<file path="src/pkg/counter_array_regs.svh">
`ifndef COUNTER_ARRAY_REGS_SVH
`define COUNTER_ARRAY_REGS_SVH

// Byte offsets, 32-bit aligned words
`define CA_CTRL      8'h00
`define CA_STATUS    8'h04
`define CA_CLEAR     8'h08
`define CA_IEN       8'h0C
`define CA_COUNT     8'h10
`define CA_MOD_BASE  8'h20
`define CA_MOD_LAST  8'h47
`define CA_CMP_OFS   8'h04

// Control fields and reset value
`define CA_RUN_BIT   0
`define CA_SRC_LSB   1
`define CA_SRC_MSB   3
`define CA_CTRL_RST  4'h1

// Module mode fields
`define CA_MODE_MSB  2
`define CA_RISE_BIT  3
`define CA_FALL_BIT  4

// Status bits above the five module flags
`define CA_OVF_BIT   5
`define CA_NFLAGS    6

// Watchdog compare value at reset
`define CA_WD_CMP_RST 16'hFFFF

// Prescaler terminal counts
`define CA_DIV12_MAX 4'hB
`define CA_DIV4_MAX  2'h3
`define CA_OSC8_MAX  3'h7

`endif
</file>
<file path="src/pkg/counter_array_pkg.sv">
package counter_array_pkg;

    typedef enum logic [2:0] {
        mode_off,
        mode_capture,
        mode_sw_timer,
        mode_hs_output,
        mode_pwm8,
        mode_pwm16,
        mode_freq_out,
        mode_watchdog
    } mode_t;

    typedef enum logic [2:0] {
        src_div12,
        src_div4,
        src_timer0,
        src_ext_count,
        src_sysclk,
        src_osc_div8
    } src_t;

    typedef struct packed {
        logic        psel;
        logic        penable;
        logic        pwrite;
        logic [7:0]  paddr;
        logic [31:0] pwdata;
    } apb_req_t;

    typedef struct packed {
        logic        pready;
        logic [31:0] prdata;
        logic        pslverr;
    } apb_rsp_t;

endpackage

</file>
<file path="src/logic/counter_array.sv">
// Function
// - one 16-bit time base shared by five modules
// - time base source selectable among six inputs
// - modules 0 to 3 pick one of seven modes, module 4 one of eight
// - PWM available at 8 or 16 bits
// - module 4 can act as watchdog
// - module 4 is watchdog, enabled, after reset
// - module signals and count input reach pins
// - oscillator source counts edges synchronised to the system clock
// - counter array stalls while debug halts processor
`include "counter_array_regs.svh"

module counter_array
    import counter_array_pkg::*;
(
    input  wire logic     clk,
    input  wire logic     rst_n,
    input  wire logic     ce,
    input  wire apb_req_t apb_req,
    output apb_rsp_t      apb_rsp,
    input  wire logic     debug_halt,
    input  wire logic     timer0_ovf,
    input  wire logic     ext_count_input,
    input  wire logic     ext_osc,
    input  wire logic [4:0] cex_in,
    output logic [4:0]    cex_out,
    output logic          irq,
    output logic          wd_reset
);

    logic [3:0]  ctrl_q;
    logic [15:0] count_q;
    logic [5:0]  status_q;
    logic [5:0]  ien_q;
    logic [5:0]  ev;
    logic [4:0]  mode_q [5];
    logic [15:0] cmp_q  [5];
    logic [4:0]  out_q;
    logic [4:0]  wd_hit;
    logic [3:0]  div12_q;
    logic [1:0]  div4_q;
    logic [2:0]  osc_div_q;
    logic [2:0]  eci_s_q;
    logic [2:0]  osc_s_q;
    logic        tick;
    logic        src_pulse;
    logic        irq_q;
    logic        wd_q;
    apb_rsp_t    rsp_q;
    logic [31:0] rd_data;
    logic        rd_err;
    logic        wr_en;
    logic [7:0]  addr;
    logic [7:0]  mod_ofs;
    logic [2:0]  mod_idx;
    logic        mod_hit;
    src_t        src;

    assign addr    = apb_req.paddr;
    assign src     = src_t'(ctrl_q[`CA_SRC_MSB:`CA_SRC_LSB]);
    assign mod_hit = addr >= `CA_MOD_BASE && addr <= `CA_MOD_LAST;
    assign mod_ofs = addr - `CA_MOD_BASE;
    assign mod_idx = mod_ofs[5:3];
    // Write lands only at the completing access edge
    assign wr_en   = apb_req.psel && apb_req.penable && apb_req.pwrite
                     && rsp_q.pready;

    // Pin inputs: two flops, third flop only for edge detection
    always_ff @(posedge clk or negedge rst_n) begin
        if (!rst_n) begin
            eci_s_q <= 3'h0;
            osc_s_q <= 3'h0;
        end else if (ce) begin
            eci_s_q <= {eci_s_q[1:0], ext_count_input};
            osc_s_q <= {osc_s_q[1:0], ext_osc};
        end
    end

    // Prescalers stop with the counter in debug halt so debug steps stay in step
    always_ff @(posedge clk or negedge rst_n) begin
        if (!rst_n) begin
            div12_q   <= 4'h0;
            div4_q    <= 2'h0;
            osc_div_q <= 3'h0;
        end else if (ce && !debug_halt) begin
            div12_q <= (div12_q == `CA_DIV12_MAX) ? 4'h0 : div12_q + 4'h1;
            div4_q  <= div4_q + 2'h1;
            // Counts oscillator edges seen through the clk-domain synchroniser
            if (osc_s_q[1] && !osc_s_q[2])
                osc_div_q <= osc_div_q + 3'h1;
        end
    end

    always_comb begin
        case (src)
            src_div12:     src_pulse = div12_q == `CA_DIV12_MAX;
            src_div4:      src_pulse = div4_q == `CA_DIV4_MAX;
            src_timer0:    src_pulse = timer0_ovf;
            src_ext_count: src_pulse = eci_s_q[1] && !eci_s_q[2];
            src_sysclk:    src_pulse = 1'b1;
            src_osc_div8:  src_pulse = osc_div_q == `CA_OSC8_MAX
                                       && osc_s_q[1] && !osc_s_q[2];
            default:       src_pulse = 1'b0;
        endcase
    end

    assign tick = src_pulse && ctrl_q[`CA_RUN_BIT] && !debug_halt;

    always_ff @(posedge clk or negedge rst_n) begin
        if (!rst_n)
            ctrl_q <= `CA_CTRL_RST;
        else if (ce && wr_en && addr == `CA_CTRL)
            ctrl_q <= apb_req.pwdata[3:0];
    end

    // Shared time base
    always_ff @(posedge clk or negedge rst_n) begin
        if (!rst_n)
            count_q <= 16'h0000;
        else if (ce) begin
            if (wr_en && addr == `CA_COUNT)
                count_q <= apb_req.pwdata[15:0];
            else if (tick)
                count_q <= count_q + 16'h0001;
        end
    end

    assign ev[`CA_OVF_BIT] = tick && count_q == 16'hFFFF;

    genvar i;
    for (i = 0; i < 5; i++) begin : g_mod
        mode_t m;
        logic  [2:0] cs_q;
        logic  edge_hit;
        logic  match;
        logic  match8;
        logic  wr_mode;
        logic  wr_cmp;

        assign m       = mode_t'(mode_q[i][`CA_MODE_MSB:0]);
        assign edge_hit = (mode_q[i][`CA_RISE_BIT] && cs_q[1] && !cs_q[2])
                       || (mode_q[i][`CA_FALL_BIT] && !cs_q[1] && cs_q[2]);
        assign match   = tick && count_q == cmp_q[i];
        assign match8  = tick && count_q[7:0] == cmp_q[i][7:0];
        assign wr_mode = wr_en && mod_hit && mod_idx == 3'(i)
                         && mod_ofs[2:0] == 3'h0;
        assign wr_cmp  = wr_en && mod_hit && mod_idx == 3'(i)
                         && mod_ofs[2:0] == `CA_CMP_OFS;

        always_ff @(posedge clk or negedge rst_n) begin
            if (!rst_n)
                cs_q <= 3'h0;
            else if (ce)
                cs_q <= {cs_q[1:0], cex_in[i]};
        end

        always_ff @(posedge clk or negedge rst_n) begin
            if (!rst_n)
                mode_q[i] <= (i == 4) ? {2'b00, mode_watchdog}
                                      : 5'h00;
            else if (ce && wr_mode) begin
                // Watchdog only exists in module 4
                if (i != 4 && apb_req.pwdata[2:0] == mode_watchdog)
                    mode_q[i] <= 5'h00;
                else
                    mode_q[i] <= apb_req.pwdata[4:0];
            end
        end

        always_ff @(posedge clk or negedge rst_n) begin
            if (!rst_n)
                cmp_q[i] <= (i == 4) ? `CA_WD_CMP_RST : 16'h0000;
            else if (ce) begin
                if (wr_cmp)
                    cmp_q[i] <= apb_req.pwdata[15:0];
                else if (m == mode_capture && edge_hit)
                    cmp_q[i] <= count_q;
                else if (m == mode_freq_out && match8)
                    cmp_q[i][7:0] <= cmp_q[i][7:0] + cmp_q[i][15:8];
            end
        end

        always_ff @(posedge clk or negedge rst_n) begin
            if (!rst_n)
                out_q[i] <= 1'b0;
            else if (ce) begin
                case (m)
                    mode_hs_output: if (match) out_q[i] <= !out_q[i];
                    mode_freq_out:  if (match8) out_q[i] <= !out_q[i];
                    // Low while count is below compare
                    mode_pwm8:  out_q[i] <= count_q[7:0] >= cmp_q[i][7:0];
                    mode_pwm16: out_q[i] <= count_q >= cmp_q[i];
                    default:    out_q[i] <= 1'b0;
                endcase
            end
        end

        always_comb begin
            case (m)
                mode_capture:   ev[i] = edge_hit;
                mode_sw_timer,
                mode_hs_output,
                mode_pwm16:     ev[i] = match;
                mode_pwm8,
                mode_freq_out:  ev[i] = match8;
                default:        ev[i] = 1'b0;
            endcase
        end

        assign wd_hit[i] = m == mode_watchdog && match;
    end

    // Sticky flags: a new event beats a clear in the same cycle
    always_ff @(posedge clk or negedge rst_n) begin
        if (!rst_n)
            status_q <= 6'h00;
        else if (ce) begin
            if (wr_en && addr == `CA_CLEAR)
                status_q <= (status_q & ~apb_req.pwdata[5:0]) | ev;
            else
                status_q <= status_q | ev;
        end
    end

    always_ff @(posedge clk or negedge rst_n) begin
        if (!rst_n)
            ien_q <= 6'h00;
        else if (ce && wr_en && addr == `CA_IEN)
            ien_q <= apb_req.pwdata[5:0];
    end

    always_ff @(posedge clk or negedge rst_n) begin
        if (!rst_n) begin
            irq_q <= 1'b0;
            wd_q  <= 1'b0;
        end else if (ce) begin
            irq_q <= |(status_q & ien_q);
            // Expiry: counter reaches module 4 compare
            wd_q  <= wd_hit[4];
        end
    end

    always_comb begin
        rd_data = 32'h0000_0000;
        rd_err  = 1'b0;
        if (mod_hit && mod_ofs[2:0] == 3'h0 && mod_idx < 3'h5)
            rd_data = {27'h0, mode_q[mod_idx]};
        else if (mod_hit && mod_ofs[2:0] == `CA_CMP_OFS && mod_idx < 3'h5)
            rd_data = {16'h0, cmp_q[mod_idx]};
        else begin
            case (addr)
                `CA_CTRL:   rd_data = {28'h0, ctrl_q};
                `CA_STATUS: rd_data = {26'h0, status_q};
                `CA_CLEAR:  rd_data = 32'h0000_0000;
                `CA_IEN:    rd_data = {26'h0, ien_q};
                `CA_COUNT:  rd_data = {16'h0, count_q};
                default:    rd_err  = 1'b1;
            endcase
        end
    end

    // One wait-free access phase: pready rises in the first access cycle
    always_ff @(posedge clk or negedge rst_n) begin
        if (!rst_n)
            rsp_q <= '0;
        else if (ce) begin
            rsp_q.pready  <= apb_req.psel && !apb_req.penable
                             && !rsp_q.pready;
            rsp_q.prdata  <= apb_req.pwrite ? 32'h0000_0000 : rd_data;
            rsp_q.pslverr <= apb_req.psel && !apb_req.penable && rd_err;
        end
    end

    assign apb_rsp  = rsp_q;
    assign cex_out  = out_q;
    assign irq      = irq_q;
    assign wd_reset = wd_q;

endmodule

</file>
<file path="config.mk">
export PLATFORM = sky130hd
export DESIGN_NAME = counter_array
export DESIGN_NICKNAME = d
export VERILOG_FILES = /design/src/pkg/counter_array_pkg.sv /design/src/logic/counter_array.sv
export VERILOG_INCLUDE_DIRS = /design/src /design/src/pkg
export SDC_FILE = /design/constraint.sdc
export NUM_CORES = 1
export LEC_CHECK = 0
export ABC_AREA = 1
export BUFFER_PORTS_ARGS = -buffer_cell sky130_fd_sc_hd__buf_4
export CORE_MARGIN = 2
export CORE_UTILIZATION = 55
export CTS_CLUSTER_SIZE = 8
export DETAILED_ROUTE_END_ITERATION = 10
export PLACE_DENSITY = 0.74
export SKIP_CTS_REPAIR_TIMING = 1
export SYNTH_ARGS = -nofsm -noshare
export SYNTH_HDL_FRONTEND = slang
export SYNTH_SLANG_ARGS = --single-unit
</file>
<file path="constraint.sdc">
create_clock -name clk -period 2.4 [get_ports clk]
set_input_delay 0.48 -clock clk [delete_from_list [all_inputs] [get_ports clk]]
set_output_delay 0.48 -clock clk [all_outputs]
set_load 0.1 [all_outputs]
</file>
==> qor.yml, run 1 <==
ant_nets: 0
yosysWarnings: 0
grt_usage_pct: 39.0
grt_max_degree: 102
intPower_w: 0.00525
via_count: 16000
grt_pass1_vias: 14700
start_kind: "register"
areaGrowthSynthToFinish_pct: 12.7
synth.top_cell.area_share_pct: 28.3
path_cells: "ha_1 > nand2_1 > nor2_1 > nand2_1 > nor2_1 > nand4_1 > nand3_1 > nand2_1 > nand2_1"
ys_seq_elements: 192
setup_violations: 0
place_congestion: 1.03
critPathKind: "register to register"
drcViolationCount: 0
initial_core_util_pct: 56.2
synth_top_area_cell: "dfrtp_1"
drive_gt1_share_pct: 11.0
placed_area_sq_um: 16500
end_kind: "register"
post-route-period-util_pct: 95.3
portBuffers: 63
ys.flop_type: "dfrtp_1"
row_count: 60
comb_power_share_pct: 17.2
skew_ns: 0.0137
synth-edff-count: 0
antenna_found_initial: 3
grt_pass1_wl_mm: 84.4
synthTopCellsByCount: "nand2_1 (820), inv_1 (273), o21ai_0 (239)"
final_area_sq_um: 17100
cts_buffers: 17
synth-seq-area-share_pct: 31.8
p_sw_w: 0.00267
clkSinkCount: 192
worstMarginPinSlew_ns: 0.722
drtIter0Drc: 2005
report.final.slew_viol_count: 0
antenna_cells: 0
rsz0062_at_grt: "no"
core_sq_um: 27000
min_path_type: "primary input to asynchronous set/reset pin"
fin_tns_setup_ns: 0
crit_path_top_delay_cell: "dfrtp_1"
netSwitchingFraction_pct: 33.7
cts.path.max_buffers: 2
io_pins: 96
die_w_um: 170
netlist_area_sq_um: 15200
clockPowerShare_pct: 38.1
async_flop_share_pct: 100
dieArea_sq_um: 29000
path_common_cell: "nand2_1"
worstPathMaxFanout: 12
slew_headroom_pct: 51.8
routedWlPerCell_um: 20.2
dr.pass1.iters: 6
arrival_ns: 2.68
dieHeight_um: 170
synthTopCellsByArea: "dfrtp_1 (28%), nand2_1 (20%), ha_1 (9.9%), o21ai_0 (7.9%), inv_1 (6.7%)"
synth_most_common_cell: "nand2_1"
period_minus_slack_ns: 2.29
leakagePower_nw: 9.25
place_ws_ns: 0.105
fmax_mhz: 437
clk_latency_ns: 0.46
cts_tree: "done"
hold_viol: 0
status: "finished clean"
avgViaCountPerCell: 5.82
slowest_delay_ns: 0.63
setup_ws_ns: 0.113
clk_pin_slew_ns: 0.08
overflow: 0
synthCells: 2278
cts_max_level: 4
route.final.wire_length_mm: 55.4
nNetsFinal: 2573
maxCapViolCount: 0
p_seq_share_pct: 44.6
p_per_area_nw_per_um2: 463
place_hpwl_mm: 43.4
critPathRequiredTime_ns: 2.79
root_buffer: "clkbuf_16"
synth.avg_cell_area_sq_um: 6.67
synth.distinct_cells: 51
vdd_ir_drop_max_uv: 477
==> power groups by stage <==
stage               Combinational, W  Sequential (W)  Clock, W
global placement             0.00131         0.00358         0
finish                       0.00137         0.00353   0.00302
global route                 0.00151         0.00355   0.00316
CTS                          0.00135         0.00353   0.00303
detailed placement           0.00135         0.00359         0
floorplan                   0.000842         0.00360         0
==> metrics by stage <==
| step | total power, W | utilization, % | hold WS [ns] | std cells |
|---|---|---|---|---|
| after floorplan | 0.00444 | - | 0.184 | 2293 |
| after global placement | 0.00489 | 61.1 | 0.456 | 2715 |
| after detailed placement | 0.00494 | 61.1 | 0.459 | 2715 |
| after CTS | 0.00792 | 63.4 | 0.102 | 2747 |
| after global routing | 0.00822 | 63.4 | 0.0980 | 2747 |
| final | 0.00792 | 63.4 | 0.0341 | 2747 |
==> sequential cells by signal, indices dropped and copies added (netlist names), 4 cells and up <==
name,cells
cmp_q,80
g_mod.m,15
ien_q,6
count_q,16
ctrl_q,4
g_mod.cs_q,15
status_q,6
mode_q,10
div12_q,4
apb_rsp,18
cex_out,5
==> logic make-up (layout without fill, tap and decap cells) <==
| group | after synthesis | after routing | share of synthesized area [%] |
|---|---|---|---|
| flops | 192 | 192 | 31.8 |
| xor+xnor | 20 | 20 | 1.15 |
| mux | 3 | 3 | 0.222 |
| compound gates | 386 | 386 | 13.6 |
| simple gates | 1184 | 1184 | 32.6 |
| buf+inv | 367 | 480 | 10.0 |
| fa+ha+maj | 125 | 125 | 10.5 |
| other cells | 1 | 16 | 0.0247 |
==> worst max-delay path: cells and delay by family, from the launching register on <==
kind                       cells  cell delay (ns)
DFF                            1             0.63
and+or+nand+nor                8             1.17
adders and majority gates      1             0.42
==> final timing paths <==
check	start	end	slack (ns)	cells after the start
max	count_q[12]	status_q[2]	0.11	9
min	rst_n	cex_out[1]	0.03	2
max reg2reg	count_q[12]	status_q[2]	0.11	9
min reg2reg	g_mod[3].cs_q[0]	g_mod[3].cs_q[0]	0.47	2
max in group asynchronous	rst_n	count_q[7]	1.82	2
min in group clk	cex_in[3]	g_mod[3].cs_q[0]	0.22	3
==> layout make-up <==
type	instances	area (sq um)
well taps	341	427
repair buffers	160	1270
clock buffers	17	425
flip-flops and latches	192	4830
clock inverters	15	193
multi-input cells	1734	8900
fillers	2536	9900
inverters	288	1080
==> layer usage <==
metal  GRT usage, %  wire [um]  vias to the layer above
li1               -          -                     7579
met1           53.9      22700                     7370
met2           59.0      23700                      863
met3           7.40       6040                      167
met4           18.9       3000                        4
met5              0         26                        -
==> cell usage in the layout, fill, tap and decap left out, types with 5 or more instances in the layout <==
cell type,instances
buf_4,154
o22ai_1,5
inv_1,273
o21a_1,10
nor2_2,5
buf_12,5
nor3_1,15
conb_1,16
o21ai_0,239
clkinv_8,7
o2111ai_1,10
a21oi_1,77
xnor2_1,10
o211ai_1,9
dfrtp_1,171
nand3_1,167
clkbuf_16,17
dfstp_2,20
nand2_1,819
inv_2,13
nand2_2,14
xor2_1,10
nand4_1,35
nor2_1,109
fa_1,5
ha_1,120
o21ai_1,19
No activity file was read; power rests on OpenSTA's default activity.
==> inputs of run 2 (changes only) <==
==> constraint.sdc (replaced) <==
create_clock -name clk -period 2.4 [get_ports clk]
set_input_delay 0.12 -clock clk [delete_from_list [all_inputs] [get_ports clk]]
set_output_delay 0.12 -clock clk [all_outputs]
set_load 0.1 [all_outputs]
==> run 2 against run 1 <==
The flow now finishes with violations (negative hold slack). Utilization down 0.079 points. Critical endpoint is now status_q[5]. Via count decreased by 0.98%. Sequential cell count stayed put. Register-to-register slack worse by 0.06 ns. Largest power group unchanged. Largest cell class unchanged. Die area unchanged. Routed wire length up 0.92%. Combinational power barely moved.
==> qor.yml, run 2 (synthesis results as in run 1) <==
status: "finished, violations left"  # was finished clean
violations: "negative hold slack"
root_buffer: "clkbuf_16"  # unchanged
io_pins: 96  # unchanged
place_ws_ns: 0.164  # was 0.105 ns
drcViolationCount: 0  # unchanged
crit_path_end: "status_q[5]"  # was status_q[2]
layout_common_cells: "nand2_1 (819), inv_1 (273), o21ai_0 (239)"  # unchanged
grt_usage_pct: 39.6  # was 39.0%
crit_cells: 8  # was 9
ant_nets: 0  # unchanged
p_seq_share_pct: 44.1  # was 44.6%
dr.pass1.iters: 7  # was 6
die_w_um: 170  # unchanged
final_area_sq_um: 17100  # about the same
top_register: "cmp_q"  # unchanged
areaGrowthSynthToFinish_pct: 12.6  # was 12.7%
place_hpwl_mm: 42.9  # was 43.4 mm
comb_power_share_pct: 17.1  # was 17.2%
grt_pass1_vias: 14500  # was 14700
met1_length_mm: 22.7  # about the same
crit_start: "count_q[7]"  # was count_q[12]
antenna_found_initial: 2  # was 3
critPathKind: "register to register"  # unchanged
dieHeight_um: 170  # unchanged
cts.path.max_buffers: 2  # unchanged
clk_latency_ns: 0.47  # was 0.46 ns
p_sw_w: 0.00266  # was 0.00267 W
largest_reg_flops: 80  # unchanged
clkSinkCount: 192  # unchanged
netSwitchingFraction_pct: 33.2  # was 33.7%
reg2reg_to: "status_q[5]"  # was status_q[2]
dieArea_sq_um: 29000  # unchanged
placed_area_sq_um: 16400  # was 16500 sq um
route.final.wire_length_mm: 55.9  # was 55.4 mm
total_power_w: 0.00801  # was 0.00792 W
nNetsFinal: 2566  # was 2573
setup_ws_ns: 0.0511  # was 0.113 ns
regToRegStartpoint: "count_q[7]"  # was count_q[12]
grt_max_degree: 63  # was 102
maxCapViolCount: 0  # unchanged
setup_violations: 0  # unchanged
routedWlPerCell_um: 20.4  # was 20.2 um
fin_tns_setup_ns: 0  # unchanged
start_kind: "register"  # unchanged
worstMarginPinSlew_ns: 0.818  # was 0.722 ns
leakagePower_nw: 9.21  # was 9.25 nW
arrival_ns: 2.71  # was 2.68 ns
dr_wl_met3_mm: 6.79  # was 6.04 mm
via_count: 15800  # was 16000
min_path_type: "primary input to register"  # was primary input to asynchronous set/reset pin
vdd_ir_drop_max_uv: 474  # was 477 uV
grt_pass1_wl_mm: 85.6  # was 84.4 mm
slew_headroom_pct: 45.4  # was 51.8%
fillCellCount: 2541  # was 2536
cts_buffers: 17  # unchanged
skew_ns: 0.0140  # was 0.0137 ns
hold_ws_ns: -0.0276  # was 0.0341 ns
worstPathMaxFanout: 7  # was 12
end_kind: "register"  # unchanged
intPower_w: 0.00535  # was 0.00525 W
slowest_delay_ns: 0.73  # was 0.63 ns
cts_max_level: 4  # unchanged
overflow: 0  # unchanged
reg2regPathDepth: 8  # was 9
fmax_mhz: 426  # was 437 MHz
rsz0062_at_grt: "no"  # unchanged
hold_viol: 4  # was 0
post-route-period-util_pct: 97.9  # was 95.3%
critical_path.top_delay_family: "flip-flops"  # was simple AND/OR/NAND/NOR gates
core_sq_um: 27000  # unchanged
period_minus_slack_ns: 2.35  # was 2.29 ns
portBuffers: 63  # unchanged
worst-path-buf-inv: 3  # was 0
ff2ff_setup_slack_ns: 0.05  # was 0.11 ns
wl_met2_mm: 23.7  # about the same
initial_core_util_pct: 56.2  # unchanged
p_per_area_nw_per_um2: 469  # was 463 nW/um^2
drive_gt1_share_pct: 10.3  # was 11.0%
drtIter0Drc: 2211  # was 2005
clk_pin_slew_ns: 0.08  # about the same
report.final.slew_viol_count: 0  # unchanged
place_congestion: 0.994  # was 1.03
path_cells: "buf_4 > buf_4 > nand2_1 > nor2_1 > inv_1 > nor2_1 > nand4_1 > o31ai_1"  # was ha_1 > nand2_1 > nor2_1 > nand2_1 > nor2_1 > nand4_1 > nand3_1 > nand2_1 > nand2_1
layout_commonest_cell: "nand2_1"  # unchanged
critPathRequiredTime_ns: 2.76  # was 2.79 ns
row_count: 60  # unchanged
clockPowerShare_pct: 38.8  # was 38.1%
avgViaCountPerCell: 5.77  # was 5.82
cts_tree: "done"  # unchanged
crit_path_top_delay_cell: "dfrtp_1"  # unchanged
top_layer: "met4"  # was met5
-- run 2: changes by cell type in the layout (fill, tap and decap cells not counted), sizes merged --
cell,change
diode,+1
buf,-15
dlygate4sd3,+8
clkinv,-4
bufinv,+1
inv,+3
-- run 2: power by group through the flow --
stage               logic (W)  registers (W)  clock network (W)
floorplan            0.000842        0.00360                  0
CTS                   0.00134        0.00353            0.00312
global route          0.00152        0.00356            0.00323
detailed placement    0.00133        0.00360                  0
global placement      0.00130        0.00359                  0
finish                0.00137        0.00354            0.00311
-- run 2: routing by layer --
layer	up-vias	track usage [%]
li1	7572	-
met1	7277	54.7
met2	833	59.0
met3	145	9.19
met4	0	18.2
met5	-	0
-- run 2: through the flow --
step	std cells	util, %	hold WS [ns]
detailed placement	2700	60.6	0.129
global route	2740	63.3	0.00815
CTS	2732	63.0	-0.357
global placement	2700	60.6	0.128
finish	2741	63.3	-0.0276
floorplan	2293	-	-0.176
-- run 2: layout make-up --
class | count | area, sq um | share of cell area, %
antenna | 1 | 2.50 | 0.0146
tap | 341 | 427 | 2.49
timing repair buffer | 153 | 1240 | 7.23
inverter | 288 | 1080 | 6.34
multi-input combinational | 1734 | 8900 | 52.0
clock buffer | 17 | 425 | 2.49
clock inverter | 15 | 203 | 1.19
sequential | 192 | 4830 | 28.2
-- run 2: tightest hold or removal path: stages --
cell and delay, ns:
buf_4 0.09, nor2_2 0.08, nand2_1 0.07, nand2_1 0.05
-- run 2: worst min path at each step --
stage,start,to,cells after the start
3_3_place_gp,rst_n,cmp_q[18],1
5_1_grt,debug_halt,div4_q[1],4
6_report,debug_halt,div4_q[1],4
2_1_floorplan,rst_n,apb_rsp[0],0
3_5_place_dp,rst_n,cmp_q[18],1
4_1_cts,rst_n,cmp_q[18],1
==> inputs of run 3 (changes only) <==
--- a/config.mk
+++ b/config.mk
@@ -8,6 +8,7 @@
 export LEC_CHECK = 0
 export ABC_AREA = 1
 export BUFFER_PORTS_ARGS = -buffer_cell sky130_fd_sc_hd__buf_4
+export CORE_ASPECT_RATIO = 1.1
 export CORE_MARGIN = 2
 export CORE_UTILIZATION = 55
 export CTS_CLUSTER_SIZE = 8
==> constraint.sdc (replaced) <==
create_clock -name clk -period 2.6 [get_ports clk]
set_input_delay 0.13 -clock clk [delete_from_list [all_inputs] [get_ports clk]]
set_output_delay 0.13 -clock clk [all_outputs]
set_load 0.1 [all_outputs]
==> run 3 against run 2 <==
The run now ends clean. Setup slack gained 0.26 ns. Non-clock buffer count shrank 25. Clock skew shrank 0.0020 ns. Sequential cell count is the same. Total power shrank 10%. Register-to-register slack gained 0.26 ns. Final cell count shrank 0.36%. Maximum frequency grew 2.8%. Clock power shrank 13%. Clock-buffer cell count grew 2.
==> qor.yml, run 3 (synthesis results as in run 1) <==
status: "finished clean"  # was finished, violations left
ant_nets: 0  # unchanged
layout_commonest_cell: "nand2_1"  # unchanged
utilization_pct: 62.3  # was 63.3%
place_congestion: 1.02  # was 0.994
drtIter0Drc: 1914  # was 2211
leakagePower_nw: 9.06  # was 9.21 nW
start_kind: "register"  # unchanged
portBuffers: 63  # unchanged
largest_reg_flops: 80  # unchanged
total_power_w: 0.00719  # was 0.00801 W
fin_tns_setup_ns: 0  # unchanged
areaGrowthSynthToFinish_pct: 10.9  # was 12.6%
critPathKind: "register to register"  # unchanged
setup_ws_ns: 0.314  # was 0.0511 ns
cts_buffers: 17  # unchanged
layout_common_cells: "nand2_1 (820), inv_1 (273), o21ai_0 (239)"  # was nand2_1 (819), inv_1 (273), o21ai_0 (239)
worstPathMaxFanout: 10  # was 7
end_kind: "register"  # unchanged
setup_violations: 0  # unchanged
skew_ns: 0.0121  # was 0.0140 ns
critical_path.top_delay_family: "simple AND/OR/NAND/NOR gates"  # was flip-flops
worst-path-buf-inv: 2  # was 3
arrival_ns: 2.65  # was 2.71 ns
route.final.wire_length_mm: 53.1  # was 55.9 mm
hold_ws_ns: 0.00255  # was -0.0276 ns
hold_viol: 0  # was 4
min_path_type: "primary input to register"  # unchanged
routedWlPerCell_um: 19.4  # was 20.4 um
grt_max_degree: 72  # was 63
dieHeight_um: 178  # was 170 um
via_count: 15800  # about the same
antenna_cells: 0  # was 1
vdd_ir_drop_max_uv: 407  # was 474 uV
worstMarginPinSlew_ns: 0.795  # was 0.818 ns
clk_pin_slew_ns: 0.08  # about the same
reg2regPathDepth: 10  # was 8
min_from: "apb_req[41]"  # was debug_halt
avgViaCountPerCell: 5.79  # was 5.77
io_pins: 96  # unchanged
fmax_mhz: 438  # was 426 MHz
place_ws_ns: 0.427  # was 0.164 ns
place_hpwl_mm: 40.9  # was 42.9 mm
top_register: "cmp_q"  # unchanged
cts.path.max_buffers: 2  # unchanged
cts_tree: "done"  # unchanged
regToRegStartpoint: "count_q[7]"  # unchanged
slew_headroom_pct: 46.9  # was 45.4%
drcViolationCount: 0  # unchanged
dieArea_sq_um: 29000  # about the same
root_buffer: "clkbuf_16"  # unchanged
path_cells: "buf_4 > ha_1 > nand2_1 > nor2_1 > nand2_1 > inv_1 > nand4_1 > nand2_1 > nand2_1 > o21ai_0"  # was buf_4 > buf_4 > nand2_1 > nor2_1 > inv_1 > nor2_1 > nand4_1 > o31ai_1
grt_pass1_wl_mm: 82.6  # was 85.6 mm
crit_path_top_delay_cell: "dfrtp_1"  # unchanged
crit_cells: 10  # was 8
period_minus_slack_ns: 2.29  # was 2.35 ns
hold_end: "apb_rsp[33]"  # was div4_q[1]
path_common_cell: "nand2_1"
slowest_delay_ns: 0.54  # was 0.73 ns
initial_core_util_pct: 56.2  # about the same
cts_max_level: 4  # unchanged
ff2ff_setup_slack_ns: 0.31  # was 0.05 ns
nNetsFinal: 2541  # was 2566
antenna_found_initial: 0  # was 2
crit_start: "count_q[7]"  # unchanged
critPathRequiredTime_ns: 2.97  # was 2.76 ns
reg2reg_to: "cmp_q[49]"  # was status_q[5]
core_sq_um: 27000  # about the same
rsz0062_at_grt: "no"  # unchanged
row_count: 63  # was 60
overflow: 0  # unchanged
report.final.slew_viol_count: 0  # unchanged
grt_pass1_vias: 14600  # was 14500
post-route-period-util_pct: 87.9  # was 97.9%
p_per_area_nw_per_um2: 427  # was 469 nW/um^2
clk_latency_ns: 0.45  # was 0.47 ns
die_w_um: 162  # was 170 um
drive_gt1_share_pct: 9.35  # was 10.3%
grt_usage_pct: 37.9  # was 39.6%
clkSinkCount: 192  # unchanged
maxCapViolCount: 0  # unchanged
hold_path_depth: 4  # unchanged
dr.pass1.iters: 6  # was 7
==> run 3: cell types whose count changed in the layout (fill, tap and decap cells not counted), moves of 2 or more <==
cell	change
buf_4	-22
clkinv_8	-4
buf_12	-3
clkinvlp_4	+3
clkbuf_8	+2
clkinv_2	+2
inv_12	-2
==> run 3: worst max path at each step <==
stage	to	slack, ns
2_1_floorplan	cmp_q[57]	0.30
3_3_place_gp	cmp_q[16]	0.44
3_5_place_dp	status_q[5]	0.43
4_1_cts	cmp_q[16]	0.41
5_1_grt	count_q[10]	0.16
6_report	cmp_q[49]	0.31
==> run 3: metal layers <==
layer  share of wire, %  vias to the layer above  global-route usage, %
li1                   -                     7515                      -
met1                 41                     7252                   50.8
met2                 42                      857                   57.8
met3                 11                      187                   7.28
met4                6.4                        0                   20.9
met5                  0                        -                      0
==> run 3: metrics by stage <==
step | instances | instance area (sq um)
after detailed placement | 2691 | 16200
after floorplan | 2293 | 15200
after global placement | 2691 | 16200
final | 2731 | 16800
after global routing | 2731 | 16800
after CTS | 2723 | 16800
==> run 3: area by class of cell <==
type	count	area, sq um
fill	2585	10200
inverter	288	1080
tap	357	447
clock inverter	13	126
clock buffer	19	453
sequential	192	4830
timing repair buffer	128	1010
multi-input combinational	1734	8890
==> run 3: worst reg2reg max path, delay by kind of cell (launching register included) <==
family / cells / cell delay, ns
AO/OA/AOI/OAI: 1 / 0.08
adder cells (fa/ha/maj): 1 / 0.29
buffers and inverters: 2 / 0.35
flip-flops: 1 / 0.54
AND/OR/NAND/NOR: 6 / 0.94
==> run 3: power by group <==
group | total (W) | internal, W | switching, W | leakage [nW]
clock network | 0.00270 | 0.00139 | 0.00131 | 0.279
registers | 0.00326 | 0.00314 | 0.000123 | 2.35
logic | 0.00122 | 0.000380 | 0.000845 | 6.43
total | 0.00719 | 0.00491 | 0.00227 | 9.06
